==> src/l2ctl_pkg.sv <==
package l2ctl_pkg;
  localparam int unsigned CLK_HZ = 10000000;
  localparam int unsigned RESET_HOLD_US = 1000;
  localparam int unsigned RESET_HOLD_CYC = (RESET_HOLD_US * (CLK_HZ / 1000000));
  // Special-cycle code on memory/io, data/control, write/read
  localparam logic [2:0] CYC_SPECIAL = 3'h1;
  localparam logic [2:0] CYC_INTA = 3'h0;
  localparam int unsigned TAG_W = 8;
  localparam int unsigned DIRTY_BIT_POS = 0;
  typedef enum logic [2:0] {
    ST_IDLE = 3'h0,
    ST_LOOK = 3'h1,
    ST_DATA = 3'h3,
    ST_TAGW = 3'h2,
    ST_SNOOP = 3'h6,
    ST_FWD = 3'h7
  } host_st_t;
endpackage : l2ctl_pkg

==> src/host_l2_ctl.sv <==
`timescale 1ns/1ns
// Processor bus decode and external second-level cache strobes
module host_l2_ctl #(
  parameter int unsigned RESET_HOLD = l2ctl_pkg::RESET_HOLD_CYC,
  parameter int unsigned TAG_BITS = l2ctl_pkg::TAG_W
) (
  input wire logic mclk,
  input wire logic sys_rst,
  input wire logic power_good_in,
  output logic cpu_reset,
  // Configuration
  input wire logic sync_cache,
  input wire logic double_bank,
  input wire logic combined_tag_dirty,
  input wire logic tag7_mode,
  input wire logic row_strobe5_sel,
  input wire logic write_back_policy,
  // Local decode inputs from the memory side
  input wire logic local_mem_hit,
  input wire logic cacheable_region,
  input wire logic mem_data_ready,
  // Processor bus
  input wire logic cycle_strobe_n,
  input wire logic mem_io,
  input wire logic data_ctl,
  input wire logic wr_rd_in,
  output logic wr_rd_out,
  output logic wr_rd_oe,
  input wire logic [31:3] host_addr_in,
  output logic [31:5] host_addr_out,
  output logic host_addr_oe,
  input wire logic [7:0] byte_lane_enables_n_in,
  output logic [7:0] byte_lane_enables_n_out,
  output logic byte_lane_enables_oe,
  output logic burst_ready_n,
  output logic next_addr_req_n,
  output logic cacheable_or_local_mem_n,
  output logic snoop_strobe_or_policy,
  output logic [7:0] return_lanes,
  output logic [7:0] special_type,
  output logic special_valid,
  // Forwarding toward PCI
  output logic pci_fwd,
  output logic pci_inta,
  input wire logic pci_done,
  // Bus master / inquire
  input wire logic master_active,
  input wire logic snoop_req,
  input wire logic [31:5] snoop_addr,
  input wire logic [7:0] master_be_n,
  // Cache SRAM strobes
  output logic even_bank_oe_n,
  output logic odd_bank_oe_n,
  output logic even_we_or_bank_sel0_n,
  output logic odd_we_or_bank_sel1_n,
  output logic [7:0] sram_sel_or_byte_we_n,
  output logic even_a4_or_ctrl_strobe,
  output logic odd_a4_or_a3_or_advance,
  output logic cache_addr_latch_en,
  output logic [31:3] latched_addr,
  // Tag and dirty RAM
  input wire logic [7:0] tag_in,
  output logic [7:0] tag_out,
  output logic tag_oe,
  output logic tag_store_strobe_n,
  input wire logic line_modified_in,
  output logic line_modified_out,
  output logic line_modified_oe,
  output logic modified_we_or_row_strobe5_n,
  input wire logic row_strobe5_n
);
  initial begin
    if (TAG_BITS != 8) $error("TAG_BITS must be 8");
  end

  l2ctl_pkg::host_st_t st_r, st_nxt;
  logic [31:3] addr_r;
  logic [2:0] def_r;
  logic [7:0] be_r;
  logic hit_r, dirty_r, na_done_r;
  logic [1:0] beat_r;
  logic [31:5] snp_addr_r;

  // Cycle definition decode, used at start and in the data phase
  function automatic logic is_special(input logic [2:0] d);
    return d == l2ctl_pkg::CYC_SPECIAL;
  endfunction : is_special
  function automatic logic is_fwd(input logic [2:0] d, input logic loc);
    return (d == l2ctl_pkg::CYC_INTA) | ~d[2] | ~loc;
  endfunction : is_fwd

  wire start = ~cycle_strobe_n & ~master_active;
  wire [2:0] def_in = {mem_io, data_ctl, wr_rd_in};
  wire is_write = def_r[0];
  wire is_read = ~def_r[0];
  wire cacheable = def_r[2] & cacheable_region;
  wire [TAG_BITS-1:0] cur_tag = addr_r[31:24];
  // Seven-bit tag gives bit 0 to the dirty flag
  wire [7:0] tag_mask = (combined_tag_dirty & tag7_mode) ? 8'hFE : 8'hFF;
  wire tag_match = ((tag_in ^ cur_tag) & tag_mask) == 8'h00;
  wire dirty_now = (combined_tag_dirty & tag7_mode) ?
    tag_in[l2ctl_pkg::DIRTY_BIT_POS] : line_modified_in;
  wire in_data = st_r == l2ctl_pkg::ST_DATA;
  wire in_snoop = st_r == l2ctl_pkg::ST_SNOOP;
  wire in_tagw = st_r == l2ctl_pkg::ST_TAGW;
  wire data_ok = hit_r | mem_data_ready;

  // Next state
  always_comb begin
    st_nxt = st_r;
    unique case (st_r)
      l2ctl_pkg::ST_IDLE: begin
        if (snoop_req & master_active) st_nxt = l2ctl_pkg::ST_SNOOP;
        else if (start) begin
          if (is_special(def_in)) st_nxt = l2ctl_pkg::ST_DATA;
          else if (is_fwd(def_in, local_mem_hit)) st_nxt = l2ctl_pkg::ST_FWD;
          else st_nxt = l2ctl_pkg::ST_LOOK;
        end
      end
      l2ctl_pkg::ST_LOOK: st_nxt = l2ctl_pkg::ST_DATA;
      l2ctl_pkg::ST_DATA: begin
        if (is_special(def_r) | (data_ok & (beat_r == 2'h3 | ~cacheable)))
          st_nxt = (~hit_r & is_read & cacheable) ?
            l2ctl_pkg::ST_TAGW : l2ctl_pkg::ST_IDLE;
      end
      l2ctl_pkg::ST_TAGW: st_nxt = l2ctl_pkg::ST_IDLE;
      l2ctl_pkg::ST_SNOOP: st_nxt = l2ctl_pkg::ST_IDLE;
      l2ctl_pkg::ST_FWD: if (pci_done) st_nxt = l2ctl_pkg::ST_IDLE;
      default: st_nxt = l2ctl_pkg::ST_IDLE;
    endcase
  end

  // State and captured cycle
  always_ff @(posedge mclk or posedge sys_rst) begin
    if (sys_rst) begin
      st_r <= l2ctl_pkg::ST_IDLE;
      addr_r <= 29'h0;
      def_r <= 3'h0;
      be_r <= 8'hFF;
      snp_addr_r <= 27'h0;
    end else begin
      st_r <= st_nxt;
      if (st_r == l2ctl_pkg::ST_IDLE & start) begin
        addr_r <= host_addr_in;
        def_r <= def_in;
        be_r <= byte_lane_enables_n_in;
      end
      if (st_r == l2ctl_pkg::ST_IDLE & snoop_req) snp_addr_r <= snoop_addr;
    end
  end

  // Lookup result, beat counter, next-address bookkeeping
  always_ff @(posedge mclk or posedge sys_rst) begin
    if (sys_rst) begin
      hit_r <= 1'b0;
      dirty_r <= 1'b0;
      beat_r <= 2'h0;
      na_done_r <= 1'b0;
    end else begin
      if (st_r == l2ctl_pkg::ST_LOOK) begin
        hit_r <= tag_match;
        dirty_r <= dirty_now;
        beat_r <= 2'h0;
        na_done_r <= 1'b0;
      end
      if (in_data & data_ok) beat_r <= beat_r + 2'h1;
      if (in_data) na_done_r <= 1'b1;
    end
  end

  // Processor-facing handshakes
  assign burst_ready_n = ~(in_data & (data_ok | is_special(def_r)));
  // One pulse, first data clock of a local cycle
  assign next_addr_req_n = ~(in_data & ~na_done_r & ~is_special(def_r));
  assign cacheable_or_local_mem_n = master_active ? ~local_mem_hit :
    ~cacheable;
  // Active-low snoop strobe in inquire, policy level otherwise
  assign snoop_strobe_or_policy = in_snoop ? 1'b0 : write_back_policy;
  assign return_lanes = (is_read & cacheable) ? 8'hFF : ~be_r;
  assign special_valid = in_data & is_special(def_r);
  assign special_type = ~be_r;
  assign pci_fwd = st_r == l2ctl_pkg::ST_FWD;
  assign pci_inta = pci_fwd & (def_r == l2ctl_pkg::CYC_INTA);

  // Inquire drive of address and write/read pin
  assign host_addr_oe = in_snoop;
  assign host_addr_out = snp_addr_r;
  assign wr_rd_oe = in_snoop;
  assign wr_rd_out = combined_tag_dirty ? 1'b1 : dirty_now;
  assign byte_lane_enables_oe = master_active;
  assign byte_lane_enables_n_out = master_be_n;

  // Cache SRAM strobes depend on async/sync build
  wire rd_hit = in_data & hit_r & is_read;
  wire wr_hit = in_data & hit_r & is_write;
  wire fill = in_data & ~hit_r & is_read & cacheable & mem_data_ready;
  wire odd_sel = double_bank & beat_r[0];
  assign even_bank_oe_n = ~(rd_hit & ~odd_sel);
  assign odd_bank_oe_n = ~(rd_hit & odd_sel);
  assign even_we_or_bank_sel0_n = sync_cache ? ~(in_data & hit_r) :
    ~((wr_hit | fill) & ~odd_sel);
  assign odd_we_or_bank_sel1_n = sync_cache ? 1'b1 :
    ~((wr_hit | fill) & odd_sel);
  assign sram_sel_or_byte_we_n = sync_cache ?
    ((wr_hit | fill) ? be_r : 8'hFF) :
    ((in_data & (hit_r | fill)) ? 8'h00 : 8'hFF);
  wire [2:0] a43 = {1'b0, addr_r[4:3]} + {1'b0, beat_r};
  assign even_a4_or_ctrl_strobe = sync_cache ?
    ~(st_r == l2ctl_pkg::ST_LOOK) : a43[1];
  assign odd_a4_or_a3_or_advance = sync_cache ? ~(in_data & data_ok) :
    (double_bank ? a43[1] : a43[0]);
  // Latch is transparent while the processor starts a cycle
  assign cache_addr_latch_en = start & (st_r == l2ctl_pkg::ST_IDLE);
  assign latched_addr = addr_r;

  // Tag store on read miss; dirty bit written alongside in combined mode
  assign tag_store_strobe_n = ~in_tagw;
  assign tag_oe = in_tagw;
  assign tag_out = (combined_tag_dirty & tag7_mode) ?
    {cur_tag[7:1], 1'b0} : cur_tag;
  assign line_modified_oe = in_tagw & combined_tag_dirty & ~tag7_mode;
  assign line_modified_out = 1'b0;
  assign modified_we_or_row_strobe5_n = row_strobe5_sel ? row_strobe5_n :
    ~(wr_hit & ~combined_tag_dirty);

  reset_stretch #(
    .HOLD_CYC(RESET_HOLD)
  ) u_rst (
    .mclk(mclk),
    .sys_rst(sys_rst),
    .power_good_in(power_good_in),
    .cpu_reset(cpu_reset)
  );
endmodule : host_l2_ctl

==> src/reset_stretch.sv <==
`timescale 1ns/1ns
// Stretches processor reset after a rising power-good edge
module reset_stretch #(
  parameter int unsigned HOLD_CYC = l2ctl_pkg::RESET_HOLD_CYC
) (
  input wire logic mclk,
  input wire logic sys_rst,
  input wire logic power_good_in,
  output logic cpu_reset
);
  initial begin
    if (HOLD_CYC < 1) $error("HOLD_CYC must be at least 1");
  end
  logic [2:0] pg_sync_r;
  logic pg_prev_r;
  logic [31:0] cnt_r;
  wire pg_level = pg_sync_r[2];
  wire pg_rise = pg_sync_r[1] & pg_sync_r[2] & ~pg_prev_r;
  // Three-stage sync; previous level updates when the last two stages agree
  always_ff @(posedge mclk or posedge sys_rst) begin
    if (sys_rst) begin
      pg_sync_r <= 3'h0;
      pg_prev_r <= 1'b0;
    end else begin
      pg_sync_r <= {pg_sync_r[1:0], power_good_in};
      if (pg_sync_r[1] == pg_sync_r[2]) pg_prev_r <= pg_level;
    end
  end
  // Reset stays on while power is bad and for the hold after it rises
  always_ff @(posedge mclk or posedge sys_rst) begin
    if (sys_rst) begin
      cnt_r <= 32'h0;
      cpu_reset <= 1'b1;
    end else if (pg_rise) begin
      cnt_r <= HOLD_CYC;
      cpu_reset <= 1'b1;
    end else if (cnt_r != 32'h0) begin
      cnt_r <= cnt_r - 32'h1;
      cpu_reset <= 1'b1;
    end else begin
      cpu_reset <= ~pg_prev_r;
    end
  end
endmodule : reset_stretch

==> config.mk <==
export PLATFORM = sky130hd
export DESIGN_NAME = host_l2_ctl
export DESIGN_NICKNAME = d
export VERILOG_FILES = /design/src/l2ctl_pkg.sv /design/src/host_l2_ctl.sv /design/src/reset_stretch.sv
export SDC_FILE = /design/constraint.sdc
export NUM_CORES = 1
export LEC_CHECK = 0
export BUFFER_PORTS_ARGS = -buffer_cell sky130_fd_sc_hd__buf_2
export CAP_MARGIN = 10
export CORE_MARGIN = 10
export CORE_UTILIZATION = 52
export CTS_BUF_LIST = sky130_fd_sc_hd__clkbuf_2 sky130_fd_sc_hd__clkbuf_4 sky130_fd_sc_hd__clkbuf_8
export DETAILED_ROUTE_END_ITERATION = 8
export GPL_TIMING_DRIVEN = 0
export PLACE_DENSITY = 0.85
export SLEW_MARGIN = 10
export SYNTH_ARGS = -nofsm -noshare
export SYNTH_HDL_FRONTEND = slang
export SYNTH_HIERARCHICAL = 1
export SYNTH_SLANG_ARGS = --single-unit
export TNS_END_PERCENT = 20
==> constraint.sdc <==
create_clock -name mclk -period 4.56 [get_ports mclk]
set_input_delay 0.912 -clock mclk [delete_from_list [all_inputs] [get_ports mclk]]
set_output_delay 0.912 -clock mclk [all_outputs]
set_load 0.03 [all_outputs]
; ---- After elaboration in Yosys (flattened, before gate mapping)
; Index checks and enable logic that the tools add are counted.
[classes]
add_sub_neg = 3
bitwise = 69
eq_ne = 12
mux = 32
n_reduce_logical = 9
[ops]
columns = op, n
row1 = 32-bit 2-to-1 mux, 2
row2 = 1-bit AND, 34
row3 = 8-bit 2-to-1 mux, 4
row4 = 32-bit nonzero test, 1
row5 = "32-bit by 1-bit subtractor with 32-bit output, second input constant", 1
row6 = 1-bit NOT, 24
row7 = 3-bit 2-to-1 mux, 6
row8 = 1-bit 2-to-1 mux, 16
row9 = 3-bit case mux with 4 select lines, 1
row10 = "3-bit by 1-bit == test with 1-bit output, second input constant", 3
row11 = 3-bit logical NOT, 3
row12 = 8-bit AND, 1
row13 = 8-bit logical NOT, 1
row14 = 8-bit NOT, 1
row15 = 1-bit bitwise OR, 8
row16 = 8-bit bitwise XOR, 1
row17 = "3-bit by 2-bit == test with 1-bit output, second input constant", 2
row18 = "3-bit == test, second input constant", 2
row19 = 2-bit 2-to-1 mux, 3
row20 = 2-bit nonzero test, 3
row21 = "2-bit by 1-bit inequality test with 1-bit output, second input constant", 2
row22 = "3-bit inequality test, second input constant", 1
row23 = 3-bit AND reduction, 1
row24 = "2-bit by 1-bit adder with 2-bit output, second input constant", 1
row25 = 3 further kinds, 3
[totals]
input_bits = 101
out_inout_bits = 120
wordCells = 137
regBits = 111

; ---- Depth between registers and ports, before layout
; Gate-level depths: netlist (run 1).
[depth]
ltp_word = 9
depth_mapped = 8
ltp_nobuf = 7

; ---- Hierarchy
; The synthesis (run 1) kept the hierarchy.
[modules_own_cells]
columns = mod, cells_each, n_inst, area_per_inst_um2, seq_area_each_um2
row1 = host_l2_ctl, 297, 1, 3654.8, 1861.8
row2 = reset_stretch, 198, 1, 1965.6, 927.1

; ---- Worst setup path after synthesis (run 1)
; Ideal clock, no wire load.
[synth_path]
path_kind = input to output
startpoint = in mem_data_ready
endpoint = out even_we_or_bank_sel0_n
required_time_ps = 3648
arrival_time_ps = 2036
path_buffers = 0
path_slack_ps = 1612
stages = 4
path_cell_list = and4b_1 mux2i_1 nor3b_1 o21ai_0
[synth_via]
elab_chain_len = 5
[synth_rtl]
columns = element, line
row1 = "start, declared", host_l2_ctl.sv:21  ; input wire logic mem_data_ready,
row2 = 1-bit AND, host_l2_ctl.sv:196  ; wire fill = in_data & ~hit_r & is_read & cacheable & mem_data_ready;
row3 = 1-bit bitwise OR, host_l2_ctl.sv:201  ; ~((wr_hit | fill) & ~odd_sel);
row4 = 1-bit AND, host_l2_ctl.sv:201
row5 = 1-bit NOT, host_l2_ctl.sv:201
row6 = 1-bit 2-to-1 mux, host_l2_ctl.sv:200  ; assign even_we_or_bank_sel0_n = sync_cache ? ~(in_data & hit_r) :
row7 = "end, declared", host_l2_ctl.sv:54  ; output logic even_we_or_bank_sel0_n,
; No other way between the ends.

; ---- Final worst setup path (run 1)
[layout_path]
startpoint = in mem_data_ready
endpoint = out sram_sel_or_byte_we_n[6]
[layout_via]
elab_chain_len = 5
word_cells_on_any_way = 7
cone_classes = mux (3) / bitwise (4)
[layout_rtl]
columns = element, line
row1 = 1-bit AND *, host_l2_ctl.sv:196
row2 = 1-bit bitwise OR, host_l2_ctl.sv:206  ; ((in_data & (hit_r | fill)) ? 8'h00 : 8'hFF);
row3 = 1-bit AND, host_l2_ctl.sv:206
row4 = 8-bit 2-to-1 mux, host_l2_ctl.sv:206
row5 = 8-bit 2-to-1 mux *, host_l2_ctl.sv:204  ; assign sram_sel_or_byte_we_n = sync_cache ?
row6 = "end, declared", host_l2_ctl.sv:56  ; output logic [7:0] sram_sel_or_byte_we_n,
; Mark *: on every way between the ends. The rest lies on a longest branch, timed or not.

==> results.py, run 1 <==
metrics = {
    "placement": {
        "placed_area_sq_mm": 0.00687,
        "placed_cells": 841,
        "port_buffers": 209,
        "dpl.hpwl_mm": 13.1,
        "gp_congestion": 0.940,
    },
    "floorplan": {
        "die_w_um": 124,
        "rows": 37,
        "coreArea_sq_mm": 0.0104,
        "dieArea_sq_mm": 0.0154,
        "ioPinCount": 221,
        "start_util": 0.540,
        "dieHeight_um": 124,
    },
    "cells_and_area": {
        "nets": 821,
        "nFillCells": 801,
        "fin_cells": 859,
        "area_delta_synth_final_pct": 25.9,
        "postLayoutCellArea_sq_mm": 0.00708,
        "final_cell_mix": "buf_2 (212), dfrtp_1 (102), mux2_2 (40)",
        "final_common_cell": "buf_2",
        "drive_gt1_frac": 0.480,
    },
    "yosys": {
        "synth_seq_cells": 111,
        "ys_top_cells_by_area": "dfrtp_1 (45%), mux2_2 (8.0%), mux2_4 (5.3%)",
        "yosysSeqAreaShare": 0.496,
        "synth_area_sq_mm": 0.00562,
        "synth_top_area_cell": "dfrtp_1",
        "synthArstFlopShare": 1.00,
        "synth_edf_count": 0,
        "syn_area_per_cell_sq_um": 11.4,
        "synth_warnings": 6,
        "ys_types": 65,
        "yosysTopAreaCellShare": 0.454,
        "synth-main-ff-cell": "dfrtp_1",
        "synth_fp_nets": 600,
        "syn_inst": 495,
    },
    "global_route": {
        "track_usage": 0.201,
        "antenna_found_initial": 1,
        "grt_pass1_wl_mm": 24.3,
        "overflow": 0,
        "grt_max_degree": 58,
        "grt_pass1_vias": 4692,
    },
    "timing": {
        "final_max_slew_viol_count": 0,
        "rsz0062_at_grt": "false",
        "fmax_ghz": 0.320,
        "final_hold_viol_count": 0,
        "finClkSkew_ps": 17.9,
        "worst_slew_pin_slew_ps": 743,
        "setup_viol": 0,
        "min_period_ps": 3120,
        "fin_setup_tns_ps": 0,
        "slew_headroom": 0.504,
        "fin_crit_sh": 0.685,
    },
    "worst_hold_path": {
        "hp-start": "u_rst/pg_sync_r[0]",
        "min_path_type": "reg -> reg",
        "whs_endpoint": "u_rst/pg_sync_r[1]",
        "whs_path_depth": 0,
    },
    "detailed_routing": {
        "drc_errors": 0,
        "wl_per_cell_um": 19.0,
        "vias": 4596,
        "drtAntennaViolNets": 0,
        "drtPass1Iterations": 4,
        "dr.first_iter.drc_count": 304,
        "vias_per_cell": 5.35,
        "wirelength_mm": 16.4,
    },
    "status": {
        "outcome": "finished, final reports clean",
    },
    "clock_tree": {
        "post-cts-setup-buffers": 0,
        "clkTransAtPathRegs_ps": 110,
        "cts_max_path_buffers": 2,
        "cts_buffers": 9,
        "cts-root-buf": "clkbuf_8",
        "cts_tree": "built",
        "cts_hold_buf": 0,
        "clock_latency_ps": 380,
        "cts_resized": 0,
        "htreeDepth": 3,
        "cts_sinks": 111,
    },
    "pwr": {
        "ir_drop_mv": 0.387,
        "total_power_uw": 4680,
        "powerDensity_mw_per_mm2": 662,
        "power_leakage_uw": 0.00343,
    },
    "critical_path": {
        "worstPathMaxFanout": 8,
        "start_kind": "input pin",
        "endpoint_kind": "primary output",
        "rr_worst_depth": 8,
        "arrival_ps": 2210,
        "r2r_end": "u_rst/cnt_r[19]",
        "critPathKind": "in -> out",
        "reg2reg_from": "u_rst/cnt_r[0]",
        "cp.required_ps": 3650,
        "r2r_slack_ps": 1880,
    },
    "flow_run": {
        "drv_cap": 0,
    },
}
[worst max path at each step]
stage,depth (start not counted),endpoint,startpoint,slack (ps)
6_report,6,sram_sel_or_byte_we_n[6],mem_data_ready,1440
3_3_place_gp,2,latched_addr[18],sys_rst,1040
4_1_cts,6,sram_sel_or_byte_we_n[6],mem_data_ready,1450
5_1_grt,6,cache_addr_latch_en,master_active,1370
3_5_place_dp,6,sram_sel_or_byte_we_n[6],mem_data_ready,1450
2_1_floorplan,4,even_we_or_bank_sel0_n,mem_data_ready,1610
[final cells by class]
type                       count  area (sq um)  share of cell area
inverter                      17          66.3             0.00937
sequential                   111          2790               0.394
tap                          136           170              0.0240
clock inverter                 6          75.1              0.0106
clock buffer                  10           131              0.0186
antenna                        2          5.00            0.000707
timing repair buffer         210          1070               0.152
multi-input combinational    327          2470               0.349
buffer                        40           299              0.0422
[per-layer routing]
layer | global-route usage | part of all wire | vias up
met3 | 0.0525 | 0.078 | 20
li1 | - | - | 2175
met1 | 0.214 | 0.37 | 2244
met2 | 0.369 | 0.53 | 157
met4 | 0.0799 | 0.022 | 0
met5 | 0 | 0 | -
[cells by family after synthesis]
group / count (synthesis) / share of synthesized area
buffers and inverters: 57 / 0.0646
other: 1 / 0.000667
AND/OR/NAND/NOR: 159 / 0.162
multiplexers: 65 / 0.142
flip-flops: 111 / 0.496
XOR/XNOR: 25 / 0.0390
AO/OA/AOI/OAI: 73 / 0.0859
adder cells (fa/ha/maj): 4 / 0.00891
[critical path, stage by stage]
cell	delay [ps]
buf_2	110
and4b_1	230
mux2i_1	100
nand3b_1	370
o21a_1	300
buf_2	180
[flip-flops by register name, summed over array words and instances, names as in the netlist]
signal	flops
u_rst/cnt_r	32
latched_addr	29
host_addr_out	27
be_r	8
def_r	3
st_r	3
u_rst/pg_sync_r	3
beat_r	2
hit_r	1
na_done_r	1
u_rst/cpu_reset	1
u_rst/pg_prev_r	1
[where the power goes]
part	total, uW	internal, uW	switching [uW]
combinational	2420	910	1510
sequential	1650	1370	277
clock	618	271	346
total	4680	2550	2130
[Yosys cell counts, types with 4 or more instances]
cell type    n
or3_1        7
nor2_1      36
nor4_1      10
o21ai_0     16
o211ai_1     5
dfrtp_1    102
o31ai_1      9
nand2_1     34
buf_4       19
mux2i_1      5
dfstp_2      9
nand3_1     14
nor3b_1      5
or2_2        6
mux2_2      40
ha_1         4
xnor2_1     15
nand4_1      5
buf_6        4
o21a_1      10
mux2_4      20
or4_1        6
clkbuf_1    11
xor2_1      10
o41ai_1      4
a21oi_1     15
inv_1       17
nand2b_1     6
[metrics by stage]
step,setup slack (ps),utilization,hold slack (ps)
global placement,1040,0.656,338
finish,1440,0.680,367
detailed placement,1450,0.659,346
global route,1370,0.679,381
floorplan,1610,-,331
CTS,1450,0.679,372
Note: power is estimated with default switching activity, not from simulation.
==> run 2: changes to the inputs <==
--- a/config.mk
+++ b/config.mk
@@ -5,14 +5,15 @@
 export SDC_FILE = /design/constraint.sdc
 export NUM_CORES = 1
 export LEC_CHECK = 0
+export ABC_AREA = 1
 export BUFFER_PORTS_ARGS = -buffer_cell sky130_fd_sc_hd__buf_2
 export CAP_MARGIN = 10
 export CORE_MARGIN = 10
-export CORE_UTILIZATION = 52
+export CORE_UTILIZATION = 51
 export CTS_BUF_LIST = sky130_fd_sc_hd__clkbuf_2 sky130_fd_sc_hd__clkbuf_4 sky130_fd_sc_hd__clkbuf_8
 export DETAILED_ROUTE_END_ITERATION = 8
 export GPL_TIMING_DRIVEN = 0
-export PLACE_DENSITY = 0.85
+export PLACE_DENSITY = 0.82
 export SLEW_MARGIN = 10
 export SYNTH_ARGS = -nofsm -noshare
 export SYNTH_HDL_FRONTEND = slang
==> constraint.sdc (replaced) <==
create_clock -name mclk -period 3.1 [get_ports mclk]
set_input_delay 0.62 -clock mclk [delete_from_list [all_inputs] [get_ports mclk]]
set_output_delay 0.62 -clock mclk [all_outputs]
set_load 0.03 [all_outputs]
==> results.py, run 2 <==
metrics = {
    "status": {
        "outcome": "finished, final reports clean",
    },
    "clock_tree": {
        "cts_hold_buf": 0,
        "htreeDepth": 3,
        "post-cts-setup-buffers": 0,
        "cts_resized": 0,
        "cts_max_path_buffers": 2,
        "cts-root-buf": "clkbuf_8",
        "cts_sinks": 111,
        "clock_latency_ps": 400,
        "cts_tree": "built",
        "cts_buffers": 9,
        "clkTransAtPathRegs_ps": 120,
    },
    "critical_path": {
        "reg2reg_from": "u_rst/cnt_r[0]",
        "rr_worst_depth": 10,
        "crit_slowest_cell": "dfrtp_1",
        "arrival_ps": 2020,
        "crit_chain": "inv_1 > nand3_1 > nor2_2 > nand2_1 > nand2_2 > nand2_1 > nand2_1 > nand2_1 > buf_2",
        "r2r_slack_ps": 1190,
        "r2r_end": "u_rst/cnt_r[31]",
        "worstPathMaxFanout": 10,
        "crit_buf_inv": 2,
        "cp_num_cells": 9,
        "crit_top_cell": "nand2_1",
        "endpoint_kind": "primary output",
        "start_kind": "flop",
        "cpPeakStageDelay_ps": 450,
        "critPathKind": "reg -> out",
        "cp_top_family": "simple AND/OR/NAND/NOR gates",
        "cp.required_ps": 2480,
    },
    "floorplan": {
        "coreArea_sq_mm": 0.0114,
        "dieHeight_um": 128,
        "die_w_um": 128,
        "ioPinCount": 221,
        "rows": 39,
        "dieArea_sq_mm": 0.0163,
        "start_util": 0.519,
    },
    "placement": {
        "placed_cells": 1155,
        "dpl.hpwl_mm": 14.8,
        "port_buffers": 211,
        "dp_slack_ps": 860,
        "gp_congestion": 0.896,
    },
    "timing": {
        "final_hold_viol_count": 0,
        "fin_setup_tns_ps": 0,
        "fmax_ghz": 0.379,
        "slew_headroom": 0.488,
        "finClkSkew_ps": 14.0,
        "fin_crit_sh": 0.851,
        "setup_viol": 0,
        "worst_slew_pin_slew_ps": 767,
        "setup_slack_ps": 463,
        "min_period_ps": 2640,
        "final_max_slew_viol_count": 0,
        "holdWs_ps": 246,
        "rsz0062_at_grt": "false",
    },
    "cells_and_area": {
        "top_register": "u_rst/cnt_r",
        "fin_cells": 1171,
        "final_common_cell": "nand2_1",
        "nets": 1128,
        "diodes": 0,
        "area_delta_synth_final_pct": 24.9,
        "largest_reg_flops": 32,
        "drive_gt1_frac": 0.288,
        "fin_util": 0.648,
        "nFillCells": 1040,
        "final_cell_mix": "nand2_1 (293), buf_2 (216), nor2_1 (104)",
    },
    "yosys": {
        "synth_seq_cells": 111,
        "synth_area_sq_mm": 0.00590,
        "netlist_top_cells_count": "nand2_1 (293), nor2_1 (104), dfrtp_1 (102), nand3_1 (78), inv_1 (73)",
        "ys_top_cells_by_area": "dfrtp_1 (43%), nand2_1 (19%), nand3_1 (6.6%)",
        "synth_fp_nets": 905,
        "synth_most_common_cell": "nand2_1",
        "synth_warnings": 6,
        "yosysSeqAreaShare": 0.473,
        "synth-main-ff-cell": "dfrtp_1",
        "synth_edf_count": 0,
        "yosysTopAreaCellShare": 0.433,
        "synth_top_area_cell": "dfrtp_1",
        "syn_area_per_cell_sq_um": 7.37,
        "syn_inst": 800,
        "ys_types": 34,
        "synthArstFlopShare": 1.00,
    },
    "pwr": {
        "ir_drop_mv": 0.797,
        "power_leakage_uw": 0.00421,
        "powerDensity_mw_per_mm2": 902,
    },
    "flow_run": {
        "drv_cap": 0,
    },
    "detailed_routing": {
        "drc_errors": 0,
        "vias": 5925,
        "wl_per_cell_um": 16.0,
        "drtPass1Iterations": 6,
        "vias_per_cell": 5.06,
        "dr.first_iter.drc_count": 363,
        "wirelength_mm": 18.7,
        "drtAntennaViolNets": 0,
    },
    "global_route": {
        "grt_util_met1": 0.250,
        "grt_pass1_wl_mm": 29.8,
        "grt_use_met3": 0.102,
        "grt_max_degree": 39,
        "antenna_found_initial": 1,
        "grt_pass1_vias": 5920,
        "track_usage": 0.227,
        "overflow": 0,
        "grtUsageMet2": 0.387,
        "grt_busiest_layer": "met2",
    },
    "worst_hold_path": {
        "min_path_type": "in -> async",
    },
}
run 2: changes by cell type after synthesis, sizes merged, moves of 9 or more:
cell    before  now
o21a        10    0
nand3       14   78
nor2        37  113
xnor2       15    6
o21bai       0    9
mux2        60    1
nand2       35  300
o31ai        9    0
nor4        13    2
inv         17   78
run 2: worst max-delay path by stage:
stage / start / to
4_1_cts: st_r[2] / sram_sel_or_byte_we_n[6]
6_report: st_r[2] / sram_sel_or_byte_we_n[6]
3_3_place_gp: sys_rst / latched_addr[17]
3_5_place_dp: cacheable_region / sram_sel_or_byte_we_n[6]
5_1_grt: st_r[2] / sram_sel_or_byte_we_n[7]
2_1_floorplan: st_r[0] / line_modified_oe
run 2: worst reg2reg max path: cells and delay by family, from the launching register on:
family	cells	cell delay (ps)
fa+ha+maj	1	280
buf+inv	3	340
flops	1	390
simple gates	6	790
run 2: per-stage QoR:
stage	cell area (sq um)	total power, uW
2_1_floorplan	5900	4660
3_3_place_gp	7130	5660
3_5_place_dp	7150	5730
4_1_cts	7370	6690
5_1_grt	7370	7080
6_report	7370	6640
run 2: kinds of logic (layout without fill, tap and decap cells):
kind of cell	Yosys count	after routing	share of synthesized area
and+or+nand+nor	508	508	0.360
buffers and inverters	118	346	0.0966
DFF	111	111	0.473
AOI/OAI and AO/OA	46	46	0.0435
xor gates and xnor gates	11	11	0.0163
adders and majority gates	4	4	0.00849
other	1	1	0.000636
muxes	1	1	0.00191
run 2: power breakdown:
group,total (uW),leakage (uW),switching [uW],internal [uW]
registers,2350,0.00138,370,1980
clock network,942,0.000109,550,392
logic,3350,0.00272,2360,985
run 2: final cells by class:
cell class,count,area [sq um],share of cell area
Buffer,40,277,0.0375
Clock buffer,9,124,0.0168
Clock inverter,7,88.8,0.0121
Inverter,78,295,0.0401
Multi-Input combinational cell,571,2540,0.344
Sequential cell,111,2790,0.379
Tap cell,143,179,0.0243
Timing Repair Buffer,212,1080,0.146
run 2: routing by layer:
layer  routed length [um]  part of all wire
met1                 7170              0.38
met2                 9460              0.51
met3                 1740             0.093
met4                  358             0.019
met5                    0                 0
